File: src/shared/bta_pkg.sv
package bta_pkg;
	localparam int CLK_HZ = 20_000_000;
	localparam int TICK_US = 1000;
	localparam int TICK_CYC = CLK_HZ / 1_000_000 * TICK_US;
	localparam int MS_W = 20;
	typedef logic [MS_W-1:0] bta_ms_t;

	localparam int UNLOCK_MS = 5000;
	localparam int DEFOG_MS = 660000;
	localparam int WINDOW_MS = 30000;
	localparam int FADE_MS = 6000;
	localparam int BELT_MS = 6000;
	localparam int BELT_FLASHES = 4;
	localparam int INT_MIN_MS = 3000;
	localparam int INT_MAX_MS = 12000;
	localparam int KNOB_W = 4;
	localparam int KNOB_STEPS = 15;
	localparam int WASH_MS = 600;
	localparam int WIPE_MS = 1000;
	localparam int AFTER_WIPES = 3;
	localparam int MOTOR_MS = 1500;
	localparam int CHECK_MS = 200;
	localparam int DB_MS = 8;

	localparam bta_ms_t UNLOCK_T = bta_ms_t'(UNLOCK_MS * 1000 / TICK_US);
	localparam bta_ms_t DEFOG_T = bta_ms_t'(DEFOG_MS * 1000 / TICK_US);
	localparam bta_ms_t WINDOW_T = bta_ms_t'(WINDOW_MS * 1000 / TICK_US);
	localparam bta_ms_t FADE_T = bta_ms_t'(FADE_MS * 1000 / TICK_US);
	localparam bta_ms_t BELT_T = bta_ms_t'(BELT_MS * 1000 / TICK_US);
	localparam bta_ms_t BELT_PER_T = bta_ms_t'(BELT_MS * 1000 / TICK_US
		/ BELT_FLASHES);
	localparam bta_ms_t BELT_HALF_T = bta_ms_t'(BELT_MS * 1000 / TICK_US
		/ BELT_FLASHES / 2);
	localparam bta_ms_t INT_MIN_T = bta_ms_t'(INT_MIN_MS * 1000 / TICK_US);
	localparam bta_ms_t INT_STEP_T = bta_ms_t'((INT_MAX_MS - INT_MIN_MS)
		* 1000 / TICK_US / KNOB_STEPS);
	localparam bta_ms_t WASH_T = bta_ms_t'(WASH_MS * 1000 / TICK_US);
	localparam bta_ms_t WIPE_T = bta_ms_t'(WIPE_MS * 1000 / TICK_US);
	localparam bta_ms_t AFTER_T = bta_ms_t'(AFTER_WIPES * WIPE_MS * 1000
		/ TICK_US);
	localparam bta_ms_t MOTOR_T = bta_ms_t'(MOTOR_MS * 1000 / TICK_US);
	localparam bta_ms_t CHECK_T = bta_ms_t'(CHECK_MS * 1000 / TICK_US);
	localparam int DB_W = 4;
	localparam logic [DB_W-1:0] DB_LAST = DB_W'(DB_MS * 1000 / TICK_US - 1);
	localparam int FADE_SH = 5;

	localparam int IN_KEY = 0;
	localparam int IN_LOCK = 1;
	localparam int IN_DOOR = 2;
	localparam int IN_IGN = 3;
	localparam int IN_ACC = 4;
	localparam int IN_CHG = 5;
	localparam int IN_DEFOG = 6;
	localparam int IN_WINT = 7;
	localparam int IN_WASH = 8;
	localparam int IN_POPUP = 9;
	localparam int IN_HEAD = 10;
	localparam int IN_DOME = 11;
	localparam int IN_KNOB = 12;
	localparam int N_IN = 16;

	localparam int OUT_UNLOCK = 0;
	localparam int OUT_DEFOG = 1;
	localparam int OUT_WINDOW = 2;
	localparam int OUT_TENSION = 3;
	localparam int OUT_DOME = 4;
	localparam int OUT_BELT = 5;
	localparam int OUT_WIPER = 6;
	localparam int OUT_UP = 7;
	localparam int OUT_DOWN = 8;
	localparam int N_OUT = 9;

	localparam int EV_UNLOCK = 0;
	localparam int EV_DEFOG_ON = 1;
	localparam int EV_DEFOG_OFF = 2;
	localparam int EV_WIN_END = 3;
	localparam int EV_WASH = 4;
	localparam int EV_CHECK = 5;
	localparam int N_EV = 6;

	typedef logic [7:0] bta_adr_t;
	localparam bta_adr_t REG_CTRL = 8'h00;
	localparam bta_adr_t REG_IN = 8'h04;
	localparam bta_adr_t REG_OUT = 8'h08;
	localparam bta_adr_t REG_ISTAT = 8'h0C;
	localparam bta_adr_t REG_IMASK = 8'h10;
	localparam logic CTRL_RST = 1'h0;
	localparam logic [N_EV-1:0] IMASK_RST = 6'h00;

	typedef enum logic [2:0] {
		WS_IDLE = 3'b001,
		WS_SPRAY = 3'b010,
		WS_WASH = 3'b100
	} bta_wash_e;
endpackage : bta_pkg

File: src/shared/bta_sw_if.sv
interface bta_sw_if
#(
	parameter int N = bta_pkg::N_IN
);
	logic [N-1:0] raw;
	logic tick;
	wire [N-1:0] clean;
	modport deb (input raw, input tick, output clean);
	modport core (output raw, output tick, input clean);
endinterface : bta_sw_if

File: src/core/bta_debounce.sv
module bta_debounce
#(
	parameter int N = bta_pkg::N_IN
)
(
	input wire logic clk_i,
	input wire logic rstn_i,
	bta_sw_if.deb sw
);
	import bta_pkg::*;

	genvar g;
	generate
		for (g = 0; g < N; g++)
		begin : g_bit
			logic s1;
			logic s2;
			logic [DB_W-1:0] cnt;
			logic q;

			always_ff @(posedge clk_i or negedge rstn_i)
			begin
				if (!rstn_i)
				begin
					s1 <= 1'b0;
					s2 <= 1'b0;
				end
				else
				begin
					s1 <= sw.raw[g];
					s2 <= s1;
				end
			end

			// Level must hold for a full run of ticks before it counts [RULE16]
			always_ff @(posedge clk_i or negedge rstn_i)
			begin
				if (!rstn_i)
				begin
					cnt <= '0;
					q <= 1'b0;
				end
				else if (s2 == q)
					cnt <= '0;
				else if (sw.tick)
				begin
					if (cnt == DB_LAST)
					begin
						q <= s2;
						cnt <= '0;
					end
					else
						cnt <= cnt + 1'b1;
				end
			end

			assign sw.clean[g] = q;
		end
	endgenerate
endmodule : bta_debounce

File: src/core/bta_body_timer.sv
// Overview of operation
// (RULE1) Locked with key inside: unlock five seconds
// (RULE2) Defogger press with ignition, charging: 11 minutes
// (RULE3) Second defogger press ends run at once
// (RULE4) Window power held 30 s after ignition off
// (RULE5) Tension reducer held 30 s after ignition off
// (RULE6) Open door cancels tension reducer timer
// (RULE7) Door closed, ignition off: lights fade 6 s
// (RULE8) No fade while ignition is on
// (RULE9) Ignition on: belt lamp flashes 4 times
// (RULE10) Interval wipes every 3 to 12 s by knob
// (RULE11) Short washer press gives exactly one wipe
// (RULE12) Long press: wipe after 0.6 s, then extra wipes
// (RULE13) Pop-up motor follows pop-up and lighting switches
// (RULE14) Check mode reports every switch input path
// (RULE15) Lighting off or tail lowers the headlights
// (RULE16) Every switch debounced before any timing use
//
// Design decisions made here: the placing of the registers and register access over Wishbone.
module bta_body_timer
#(
	parameter int TICK_CYC = bta_pkg::TICK_CYC
)
(
	input wire logic CLK_I,
	input wire logic RSTN_I,
	input wire logic KEY_IN_I,
	input wire logic DRV_LOCK_I,
	input wire logic DOOR_OPEN_I,
	input wire logic IGNITION_FEED_ONE_I,
	input wire logic ACCESSORY_KEY_POSITION_I,
	input wire logic CHARGE_I,
	input wire logic DEFOG_SW_I,
	input wire logic WIPER_INT_I,
	input wire logic WASHER_SW_I,
	input wire logic POPUP_SW_I,
	input wire logic LIGHT_HEAD_I,
	input wire logic DOME_DOOR_I,
	input wire logic [bta_pkg::KNOB_W-1:0] KNOB_I,
	input wire logic CYC_I,
	input wire logic STB_I,
	input wire logic WE_I,
	input wire bta_pkg::bta_adr_t ADR_I,
	input wire logic [3:0] SEL_I,
	input wire logic [31:0] DAT_I,
	output logic [31:0] DAT_O,
	output logic ACK_O,
	output logic UNLOCK_O,
	output logic DEFOG_O,
	output logic WINDOW_O,
	output logic TENSION_O,
	output logic DOME_O,
	output logic BELT_LAMP_O,
	output logic WIPER_O,
	output logic HEAD_UP_O,
	output logic HEAD_DOWN_O,
	output logic IRQ_O
);
	import bta_pkg::*;

	localparam int PS_W = $clog2(TICK_CYC);

	logic [PS_W-1:0] ps;
	logic tick;
	logic [N_IN-1:0] cur;
	logic [N_IN-1:0] prev;
	logic [N_IN-1:0] rise;
	logic [N_IN-1:0] fall;
	logic ign;
	logic ign_acc;
	bta_ms_t unlock_t;
	bta_ms_t defog_t;
	bta_ms_t win_t;
	bta_ms_t ten_t;
	bta_ms_t fade_t;
	bta_ms_t belt_t;
	bta_ms_t belt_ph;
	bta_ms_t int_t;
	bta_ms_t interval;
	bta_ms_t wash_t;
	bta_ms_t wipe_t;
	bta_ms_t up_t;
	bta_ms_t down_t;
	bta_ms_t chk_t;
	logic [7:0] pwm;
	logic int_on;
	logic int_fire;
	logic mist_fire;
	logic after_fire;
	logic want_up;
	logic want_prev;
	bta_wash_e st;
	bta_wash_e next_st;
	logic ctrl_chk;
	logic [N_EV-1:0] imask;
	logic [N_EV-1:0] istat;
	logic [N_EV-1:0] ev;
	logic [N_EV-1:0] clr;
	logic [N_OUT-1:0] next_out;
	logic [N_OUT-1:0] out_q;
	logic acc_req;
	logic wr;

	// One millisecond time base shared by every timer
	always_ff @(posedge CLK_I or negedge RSTN_I)
	begin
		if (!RSTN_I)
		begin
			ps <= '0;
			tick <= 1'b0;
		end
		else if (ps == PS_W'(TICK_CYC - 1))
		begin
			ps <= '0;
			tick <= 1'b1;
		end
		else
		begin
			ps <= ps + 1'b1;
			tick <= 1'b0;
		end
	end

	bta_sw_if #(.N(N_IN)) sw ();

	assign sw.raw = {KNOB_I, DOME_DOOR_I, LIGHT_HEAD_I, POPUP_SW_I,
		WASHER_SW_I, WIPER_INT_I, DEFOG_SW_I, CHARGE_I,
		ACCESSORY_KEY_POSITION_I, IGNITION_FEED_ONE_I, DOOR_OPEN_I,
		DRV_LOCK_I, KEY_IN_I};
	assign sw.tick = tick;

	bta_debounce #(.N(N_IN)) u_deb (
		.clk_i(CLK_I),
		.rstn_i(RSTN_I),
		.sw(sw.deb)
	);

	// Only debounced levels reach the timers [RULE16]
	assign cur = sw.clean;

	always_ff @(posedge CLK_I or negedge RSTN_I)
	begin
		if (!RSTN_I)
			prev <= '0;
		else
			prev <= cur;
	end

	assign rise = cur & ~prev;
	assign fall = ~cur & prev;
	assign ign = cur[IN_IGN];
	assign ign_acc = cur[IN_IGN] | cur[IN_ACC];

	always_ff @(posedge CLK_I or negedge RSTN_I)
	begin
		if (!RSTN_I)
			unlock_t <= '0;
		else if (rise[IN_LOCK] && cur[IN_KEY])
			unlock_t <= UNLOCK_T; // [RULE1]
		else if (tick && unlock_t != '0)
			unlock_t <= unlock_t - 1'b1;
	end

	always_ff @(posedge CLK_I or negedge RSTN_I)
	begin
		if (!RSTN_I)
			defog_t <= '0;
		else if (rise[IN_DEFOG])
		begin
			if (defog_t != '0)
				defog_t <= '0; // [RULE3]
			else if (ign && cur[IN_CHG])
				defog_t <= DEFOG_T; // [RULE2]
		end
		else if (tick && defog_t != '0)
			defog_t <= defog_t - 1'b1;
	end

	always_ff @(posedge CLK_I or negedge RSTN_I)
	begin
		if (!RSTN_I)
			win_t <= '0;
		else if (rise[IN_IGN])
			win_t <= '0;
		else if (fall[IN_IGN])
			win_t <= WINDOW_T; // [RULE4]
		else if (tick && win_t != '0)
			win_t <= win_t - 1'b1;
	end

	// A door already open at ignition off also cancels it
	always_ff @(posedge CLK_I or negedge RSTN_I)
	begin
		if (!RSTN_I)
			ten_t <= '0;
		else if (rise[IN_IGN] || cur[IN_DOOR])
			ten_t <= '0; // [RULE6]
		else if (fall[IN_IGN])
			ten_t <= WINDOW_T; // [RULE5]
		else if (tick && ten_t != '0)
			ten_t <= ten_t - 1'b1;
	end

	always_ff @(posedge CLK_I or negedge RSTN_I)
	begin
		if (!RSTN_I)
			fade_t <= '0;
		else if (cur[IN_DOOR] || ign || !cur[IN_DOME])
			fade_t <= '0; // [RULE8]
		else if (fall[IN_DOOR])
			fade_t <= FADE_T; // [RULE7]
		else if (tick && fade_t != '0)
			fade_t <= fade_t - 1'b1;
	end

	// Fast PWM so the fade shows no flicker
	always_ff @(posedge CLK_I or negedge RSTN_I)
	begin
		if (!RSTN_I)
			pwm <= '0;
		else
			pwm <= pwm + 1'b1;
	end

	always_ff @(posedge CLK_I or negedge RSTN_I)
	begin
		if (!RSTN_I)
		begin
			belt_t <= '0;
			belt_ph <= '0;
		end
		else if (rise[IN_IGN])
		begin
			belt_t <= BELT_T; // [RULE9]
			belt_ph <= '0;
		end
		else if (!ign)
			belt_t <= '0;
		else if (tick && belt_t != '0)
		begin
			belt_t <= belt_t - 1'b1;
			if (belt_ph == BELT_PER_T - 1'b1)
				belt_ph <= '0;
			else
				belt_ph <= belt_ph + 1'b1;
		end
	end

	// Interval counted from one wipe start to the next
	assign interval = INT_MIN_T + bta_ms_t'(cur[IN_KNOB+:KNOB_W]) * INT_STEP_T;
	assign int_on = cur[IN_WINT] && ign_acc;
	assign int_fire = int_on && int_t == '0;

	always_ff @(posedge CLK_I or negedge RSTN_I)
	begin
		if (!RSTN_I)
			int_t <= '0;
		else if (!int_on)
			int_t <= '0;
		else if (int_t == '0)
			int_t <= interval; // [RULE10]
		else if (tick)
			int_t <= int_t - 1'b1;
	end

	assign mist_fire = st == WS_SPRAY && ign_acc && !cur[IN_WASH];
	assign after_fire = st == WS_WASH && ign_acc && !cur[IN_WASH];

	always_comb
	begin
		next_st = st;
		unique case (st)
			WS_IDLE:
				if (rise[IN_WASH] && ign_acc)
					next_st = WS_SPRAY;
			WS_SPRAY:
				if (!ign_acc || !cur[IN_WASH])
					next_st = WS_IDLE;
				else if (wash_t == WASH_T)
					next_st = WS_WASH; // [RULE12]
			WS_WASH:
				if (!ign_acc || !cur[IN_WASH])
					next_st = WS_IDLE;
			default:
				next_st = WS_IDLE;
		endcase
	end

	always_ff @(posedge CLK_I or negedge RSTN_I)
	begin
		if (!RSTN_I)
			st <= WS_IDLE;
		else
			st <= next_st;
	end

	always_ff @(posedge CLK_I or negedge RSTN_I)
	begin
		if (!RSTN_I)
			wash_t <= '0;
		else if (st != WS_SPRAY)
			wash_t <= '0;
		else if (tick && wash_t != WASH_T)
			wash_t <= wash_t + 1'b1;
	end

	// Reload never shortens a run of after-wipes
	always_ff @(posedge CLK_I or negedge RSTN_I)
	begin
		if (!RSTN_I)
			wipe_t <= '0;
		else if (!ign_acc)
			wipe_t <= '0;
		else if (after_fire)
			wipe_t <= AFTER_T; // [RULE12]
		else if ((mist_fire || int_fire) && wipe_t < WIPE_T)
			wipe_t <= WIPE_T; // [RULE11] [RULE10]
		else if (tick && wipe_t != '0)
			wipe_t <= wipe_t - 1'b1;
	end

	assign want_up = cur[IN_HEAD] || cur[IN_POPUP]; // [RULE13]

	always_ff @(posedge CLK_I or negedge RSTN_I)
	begin
		if (!RSTN_I)
			want_prev <= 1'b0;
		else
			want_prev <= want_up;
	end

	always_ff @(posedge CLK_I or negedge RSTN_I)
	begin
		if (!RSTN_I)
			up_t <= '0;
		else if (!want_up)
			up_t <= '0;
		else if (!want_prev)
			up_t <= MOTOR_T; // [RULE13]
		else if (tick && up_t != '0)
			up_t <= up_t - 1'b1;
	end

	always_ff @(posedge CLK_I or negedge RSTN_I)
	begin
		if (!RSTN_I)
			down_t <= '0;
		else if (want_up)
			down_t <= '0;
		else if (want_prev)
			down_t <= MOTOR_T; // [RULE15]
		else if (tick && down_t != '0)
			down_t <= down_t - 1'b1;
	end

	// Each input change in check mode blinks the lamp [RULE14]
	always_ff @(posedge CLK_I or negedge RSTN_I)
	begin
		if (!RSTN_I)
			chk_t <= '0;
		else if (!ctrl_chk)
			chk_t <= '0;
		else if ((rise | fall) != '0)
			chk_t <= CHECK_T;
		else if (tick && chk_t != '0)
			chk_t <= chk_t - 1'b1;
	end

	// Check mode keeps every load except the belt lamp off while switches are exercised
	always_comb
	begin
		next_out = '0;
		if (ctrl_chk)
			next_out[OUT_BELT] = chk_t != '0; // [RULE14]
		else
		begin
			next_out[OUT_UNLOCK] = unlock_t != '0;
			next_out[OUT_DEFOG] = defog_t != '0;
			next_out[OUT_WINDOW] = ign || win_t != '0;
			next_out[OUT_TENSION] = ign || ten_t != '0;
			next_out[OUT_DOME] = (cur[IN_DOOR] && cur[IN_DOME])
				|| pwm < fade_t[FADE_SH+7:FADE_SH];
			next_out[OUT_BELT] = belt_t != '0 && belt_ph < BELT_HALF_T;
			next_out[OUT_WIPER] = wipe_t != '0 || st == WS_WASH;
			next_out[OUT_UP] = up_t != '0;
			next_out[OUT_DOWN] = down_t != '0;
		end
	end

	always_ff @(posedge CLK_I or negedge RSTN_I)
	begin
		if (!RSTN_I)
			out_q <= '0;
		else
			out_q <= next_out;
	end

	assign UNLOCK_O = out_q[OUT_UNLOCK];
	assign DEFOG_O = out_q[OUT_DEFOG];
	assign WINDOW_O = out_q[OUT_WINDOW];
	assign TENSION_O = out_q[OUT_TENSION];
	assign DOME_O = out_q[OUT_DOME];
	assign BELT_LAMP_O = out_q[OUT_BELT];
	assign WIPER_O = out_q[OUT_WIPER];
	assign HEAD_UP_O = out_q[OUT_UP];
	assign HEAD_DOWN_O = out_q[OUT_DOWN];

	always_comb
	begin
		ev = '0;
		ev[EV_UNLOCK] = rise[IN_LOCK] && cur[IN_KEY];
		ev[EV_DEFOG_ON] = rise[IN_DEFOG] && defog_t == '0 && ign
			&& cur[IN_CHG];
		ev[EV_DEFOG_OFF] = (rise[IN_DEFOG] && defog_t != '0)
			|| (tick && defog_t == 1);
		ev[EV_WIN_END] = tick && win_t == 1 && !rise[IN_IGN];
		ev[EV_WASH] = st == WS_SPRAY && next_st == WS_WASH;
		ev[EV_CHECK] = ctrl_chk && (rise | fall) != '0;
	end

	assign acc_req = CYC_I && STB_I && !ACK_O;
	assign wr = acc_req && WE_I && SEL_I[0];
	assign clr = (wr && ADR_I == REG_ISTAT) ? DAT_I[N_EV-1:0] : '0;

	// Registered ack: one wait state, ack never held two cycles
	always_ff @(posedge CLK_I or negedge RSTN_I)
	begin
		if (!RSTN_I)
			ACK_O <= 1'b0;
		else
			ACK_O <= acc_req;
	end

	always_ff @(posedge CLK_I or negedge RSTN_I)
	begin
		if (!RSTN_I)
			ctrl_chk <= CTRL_RST;
		else if (wr && ADR_I == REG_CTRL)
			ctrl_chk <= DAT_I[0];
	end

	always_ff @(posedge CLK_I or negedge RSTN_I)
	begin
		if (!RSTN_I)
			imask <= IMASK_RST;
		else if (wr && ADR_I == REG_IMASK)
			imask <= DAT_I[N_EV-1:0];
	end

	// New event beats a clear in the same cycle
	always_ff @(posedge CLK_I or negedge RSTN_I)
	begin
		if (!RSTN_I)
			istat <= '0;
		else
			istat <= (istat & ~clr) | ev;
	end

	always_ff @(posedge CLK_I or negedge RSTN_I)
	begin
		if (!RSTN_I)
			IRQ_O <= 1'b0;
		else
			IRQ_O <= (istat & imask) != '0;
	end

	always_ff @(posedge CLK_I or negedge RSTN_I)
	begin
		if (!RSTN_I)
			DAT_O <= '0;
		else if (acc_req && !WE_I)
		begin
			unique case (ADR_I)
				REG_CTRL: DAT_O <= {31'h0, ctrl_chk};
				REG_IN: DAT_O <= {16'h0, cur}; // [RULE14]
				REG_OUT: DAT_O <= {23'h0, out_q};
				REG_ISTAT: DAT_O <= {26'h0, istat};
				REG_IMASK: DAT_O <= {26'h0, imask};
				default: DAT_O <= '0;
			endcase
		end
	end
endmodule : bta_body_timer

File: config.mk
export PLATFORM = sky130hd
export DESIGN_NAME = bta_body_timer
export DESIGN_NICKNAME = d
export VERILOG_FILES = /design/src/shared/bta_pkg.sv /design/src/shared/bta_sw_if.sv /design/src/core/bta_debounce.sv /design/src/core/bta_body_timer.sv
export SDC_FILE = /design/constraint.sdc
export NUM_CORES = 1
export LEC_CHECK = 0
export BUFFER_PORTS_ARGS = -buffer_cell sky130_fd_sc_hd__buf_2
export CAP_MARGIN = 20
export CORE_ASPECT_RATIO = 1.2
export CORE_MARGIN = 2
export CORE_UTILIZATION = 59
export CTS_BUF_LIST = sky130_fd_sc_hd__clkbuf_4 sky130_fd_sc_hd__clkbuf_8
export CTS_CLUSTER_DIAMETER = 30
export DETAILED_ROUTE_END_ITERATION = 7
export PLACE_DENSITY = 0.78
export SLEW_MARGIN = 20
export SYNTH_ARGS = -nofsm -noshare
export SYNTH_HDL_FRONTEND = slang
export SYNTH_SLANG_ARGS = --single-unit
export TNS_END_PERCENT = 50
File: constraint.sdc
create_clock -name CLK_I -period 8.4 [get_ports CLK_I]
set_input_delay 0.42 -clock CLK_I [delete_from_list [all_inputs] [get_ports CLK_I]]
set_output_delay 0.42 -clock CLK_I [all_outputs]
set_load 0.005 [all_outputs]
After elaboration in Yosys (flattened, before gate mapping):

Cells that the tools add are included.

* $add $sub $neg: 32
* $mul: 1
* $lt $le $gt $ge: 3
* equal/unequal tests: 53
* mux-type cells: 100
* bitwise operators: 26
* reductions and logical operators: 115

Operator list (number)
* $mux 20: 40
* $sub 20x1->20 const B: 11
* $reduce_bool 20->1: 10
* $mux 4: 48
* $pmux 16 s5: 1
* $add 4x1->4 const B: 16
* $eq 4x3->1 const B: 16
* $reduce_and 3->1: 16
* $reduce_bool 2->1: 21
* $add 20x1->20 const B: 2
* $eq 20x1->1 const B: 2
* $logic_and 1x1->1: 40
* $logic_not 20->1: 2
* $lt 20x10->1 const B: 2
* $and 16x16->16: 2
* $not 16->16: 2
* $eq 20x10->1 const B: 1
* $eq 20x11->1 const B: 1
* $ne 20x10->1 const B: 1
* $eq 1x1->1: 16
* $eq 8x4->1 const B: 2
* $not 1->1: 16
* $or 16x16->16: 1
* $reduce_bool 16->1: 1
* other kinds (31): 60

* flip-flop bits (word level): 472
* input port bits: 65
* logic and storage cells: 420

Depth between registers and ports, before layout:

* depth in word-level cells: 9
* gate-level depth with buffers: 11
* gate-level depth less buffers: 11

By module:

A second synthesis with hierarchy kept.

* cell total of the unflattened synthesis: 2379
* area, all modules: 23526.3 um2

Modules (own cells, without submodules)
* bta_body_timer: times used 1, cells an instance 1965, area an instance 18627.9 um2
* bta_debounce: times used 1, cells an instance 414, area an instance 4898.4 um2

Worst setup path before layout:

OpenSTA, ideal clock, no wires.

* kind: register -> register
* from: register u_deb.g_bit[15].q
* to: register int_t[14]
* setup time: 0.081 ns
* data arrival time: 3.139 ns
* setup slack: 5.180 ns
* cell stages (with the launch flop): 12
* period minus slack after synthesis: 3.220 ns
* cells stage by stage: dfrtp_1 ha_1 inv_1 fa_1 inv_1 ha_1 and3_1 o21a_1 o311ai_0 a21oi_1 or4_1 a21oi_1

* longest elaborated chain between the ends: 4

RTL lines
* from (decl): line bta_debounce.sv:19 `logic q;`
* from (signal assigned): line bta_debounce.sv:41 `q <= 1'b0;`
* from (signal assigned): line bta_debounce.sv:49 `q <= s2;`
* $mul 4x7->11: line bta_body_timer.sv:250 `assign interval = INT_MIN_T + bta_ms_t'(cur[IN_KNOB+:KNOB_W]) * INT_STEP_T;`
* $add 12x14->15: line bta_body_timer.sv:250
* $mux 20: line bta_body_timer.sv:260 `else if (int_t == '0)`
* $mux 20: line bta_body_timer.sv:258 `else if (!int_on)`
* to (signal assigned): line bta_body_timer.sv:261 `int_t <= interval;`
* to (signal assigned): line bta_body_timer.sv:263 `int_t <= int_t - 1'b1;`
* to (decl): line bta_body_timer.sv:78 `bta_ms_t int_t;`

No other way between the ends.
A chain may end at the register's enable or synchronous reset.

Worst setup path in the final report:

* from: register u_deb.g_bit[14].q
* to: register int_t[14]

* longest elaborated chain between the ends: 4

RTL lines (line)
* from (decl): bta_debounce.sv:19
* from (signal assigned): bta_debounce.sv:41
* from (signal assigned): bta_debounce.sv:49
* $mul 4x7->11: bta_body_timer.sv:250
* $add 12x14->15: bta_body_timer.sv:250
* $mux 20: bta_body_timer.sv:260
* $mux 20: bta_body_timer.sv:258

No other way between the ends.

==> key figures <==
Status
  • Outcome: finished, final reports clean

Critical path
  • Crit path kind: register to register
  • Max Fanout on Critical Path: 12
  • Critical path data required time: 8950 ps
  • Worst EP arrival: roughly 4200 ps
  • Crit-path cells: ha_1 > inv_1 > fa_1 > inv_1 > ha_1 > and3_1 > o21a_1 > o311ai_0 > a21oi_1 > or4_1 > a21oi_1
  • Buf/Inv on CP: 2
  • Cell family with most CP delay: adder cells
  • Critical path's largest stage delay: ~550 ps
  • Crit path max-delay cell type: fa_1
  • Critical path endpoint category: register
  • CP Launch Type: register

Power
  • Leakage power: about 12 nW
  • Peak VDD IR: 0.1478 mV
  • Total chip power: between 4 and 5 mW
  • PD cells: about 190 nW/um2

GRT
  • Global-route wire length before repair: around 84000 um
  • Antenna violations before repair: 2
  • Largest net degree at the start of global routing: 190
  • GR Util All Layers: between 20% and 30%
  • GRT Residual Overflow: 0
  • Vias in the first global route: roughly 18000

Floorplanning
  • Total core area: ~38000 um2
  • Initial Utilization: about three fifths
  • Die Span Y: 219.5 um
  • Die area: between 40000 and 50000 um2
  • Num rows: 78
  • Boundary pin count: approximately 110
  • Die span in x: around 180 um

Synthesis
  • Syn avg cell area: around 9.9 um2
  • Register bit total from synthesis: approximately 460
  • Fraction of registers with async set/reset: 100.0%
  • Number of synthesized flops with an enable pin: 0
  • Distinct cells, synth: between 70 and 80
  • Synthesized area: between 20000 and 25000 um2
  • Top_reg_cell synth: dfrtp_1
  • Synth warn: 0
  • Register area share after synthesis: ~50%
  • Cell count after synthesis: between 2000 and 2500

Routing
  • DRT Wirelength: between 50000 and 60000 um
  • DR pass1 iterations: 5
  • Via-per-instance ratio: a little under 6
  • DRT iter0 DRCs: 1101
  • DRC Markers: 0
  • Routed WL per cell: 17.04 um
  • Antenna viol nets, final: 0
  • Vias: ~18000

STA
  • FMAX: between 0.2 and 0.3 GHz
  • Tmin final: 3686 ps
  • Final Hold Fails: 0
  • Final setup vio count: 0
  • Max Transition Viols Final: 0
  • Tightest Pin Transition: 1097 ps
  • Crit share post-route: a little over two fifths
  • Slew margin rel.: between 20% and 30%
  • Setup TNS: 0 ps
  • RSZ-0062 raised after global routing: false
  • Clock skew: 45.58 ps

Clocking
  • Skew-Pair Late Insertion Delay: about 670 ps
  • Worst-path clk slew: around 60 ps
  • Sink Count: around 460
  • H-tree depth: 3
  • Clk buf depth: 3
  • CTS tree: yes
  • Num CTS Buffers: between 90 and 100
  • Postcts setup bufs: 0
  • Root Driver: clkbuf_8
  • Post-CTS resize count: 0

Placement
  • Routability Congestion: approximately 0.85
  • HPWL after DPL: between 30000 and 40000 um
  • Buffers on Ports: 62

Final layout
  • Commonest cells after routing, fill and taps aside: 454 x dfrtp_1, 294 x nor2_1, 181 x nand2_1, 147 x xnor2_1, 111 x xor2_1
  • Layout cells sized above 1: ~12%
  • Nets: 2540
  • Most flops, register: u_deb.g_bit.cnt
  • Max reg flops: 64
  • P&R area growth vs syn: 13.62%
  • Most common cell after layout, fill and taps aside: dfrtp_1
  • # diodes: 0

Min path
  • Worst Hold Class: input pin to register

Run
  • Maxcap violations: 0
## where the power goes
group / internal (mW) / leakage (nW) / switching (mW)
Combinational: 0.0171 / 4.78 / 0.0569
Sequential: 2.21 / 6.25 / 0.00584
Clock: 1.70 / 1.11 / 1.01
## routing by layer
metal | track usage [%] | vias up | wire (um)
met4 | 11.81 | 2 | 1674
met1 | 32.24 | 8693 | 21560
met2 | 43.32 | 427 | 24870
met5 | 0 | - | 8
met3 | 4.363 | 99 | 2385
li1 | - | 8387 | -
## final cells by class
cell class | instances | area [um2]
multi-input cells | 1704 | 10850
well taps | 480 | 600.6
flip-flops and latches | 456 | 11420
fillers | 2809 | 12020
clock inverters | 46 | 661.9
repair buffers | 93 | 608.1
inverters | 65 | 244.0
clock buffers | 119 | 1569
## worst paths after layout
check / startpoint / endpoint / slack, ps / depth (start not counted)
max in group asynchronous: RSTN_I / sw.tick$_DFF_PN0_ / 6000 / 4
hold / removal: DAT_I[0] / ctrl_chk$_DFFE_PN0P_ / 50 / 2
setup / recovery: u_deb.g_bit[14].q$_DFFE_PN0P_ / int_t[14]$_DFFE_PN0P_ / 4710 / 11
setup reg to reg: u_deb.g_bit[14].q$_DFFE_PN0P_ / int_t[14]$_DFFE_PN0P_ / 4710 / 11
hold reg to reg: u_deb.g_bit[2].s1$_DFF_PN0_ / u_deb.g_bit[2].s2$_DFF_PN0_ / 350 / 0
min in group asynchronous: RSTN_I / u_deb.g_bit[8].cnt[3]$_DFFE_PN0P_ / 320 / 2
## cells by family after synthesis
kind of cell    count (synthesis)  share of synthesized area [%]
mux                            48                          2.230
simple gates                  955                          20.86
compound gates                364                          10.69
flops                         456                          49.97
other cells                     1                        0.01642
xor+xnor                      258                          9.894
fa+ha+maj                      63                          3.484
buf+inv                       157                          2.854
## cell usage after synthesis (all sizes together), types with 12 or more instances
master	n	area (um2)
dfrtp	455	11390
a211o	13	113.9
and3	18	112.6
a211oi	29	217.7
mux2i	25	250.2
o21a	26	195.2
o31ai	15	112.6
a21oi	97	485.5
xor2	111	972.2
or3	59	369.1
nor4	58	381.6
a21o	12	90.09
mux2	23	259.0
xnor2	147	1287
nor2b	23	143.9
clkbuf	63	236.5
a31oi	16	100.1
nand3	73	365.4
o211ai	15	112.6
and2	16	100.1
nand2b	20	125.1
nor3	79	395.4
o21ai	64	320.3
nand4	45	281.5
buf	29	171.4
inv	64	240.2
ha	62	775.7
nand2	181	679.4
nor2	294	1104
or4	41	315.3
## stage by stage
| stage | utilization [%] | area (um2) | setup slack (ps) | hold WS (ps) | std cells |
|---|---|---|---|---|---|
| after CTS | 68.31 | 25930 | 4713 | 9.383 | 2963 |
| after global routing | 68.35 | 25950 | 4413 | 34.89 | 2963 |
| final | 68.35 | 25950 | 4714 | 49.49 | 2963 |
| after floorplan | - | 22890 | 5180 | 124.4 | 2317 |
| after detailed placement | 61.99 | 23530 | 4768 | 339.6 | 2781 |
| after global placement | 61.99 | 23530 | 4876 | 332.9 | 2781 |
## what timing repair did
action	4_1_cts	5_1_grt
hold buffers	17	0
endpoints found under the setup margin	0	0
hold endpoints to repair	79	0
Note: power is estimated with default switching activity, not from simulation.
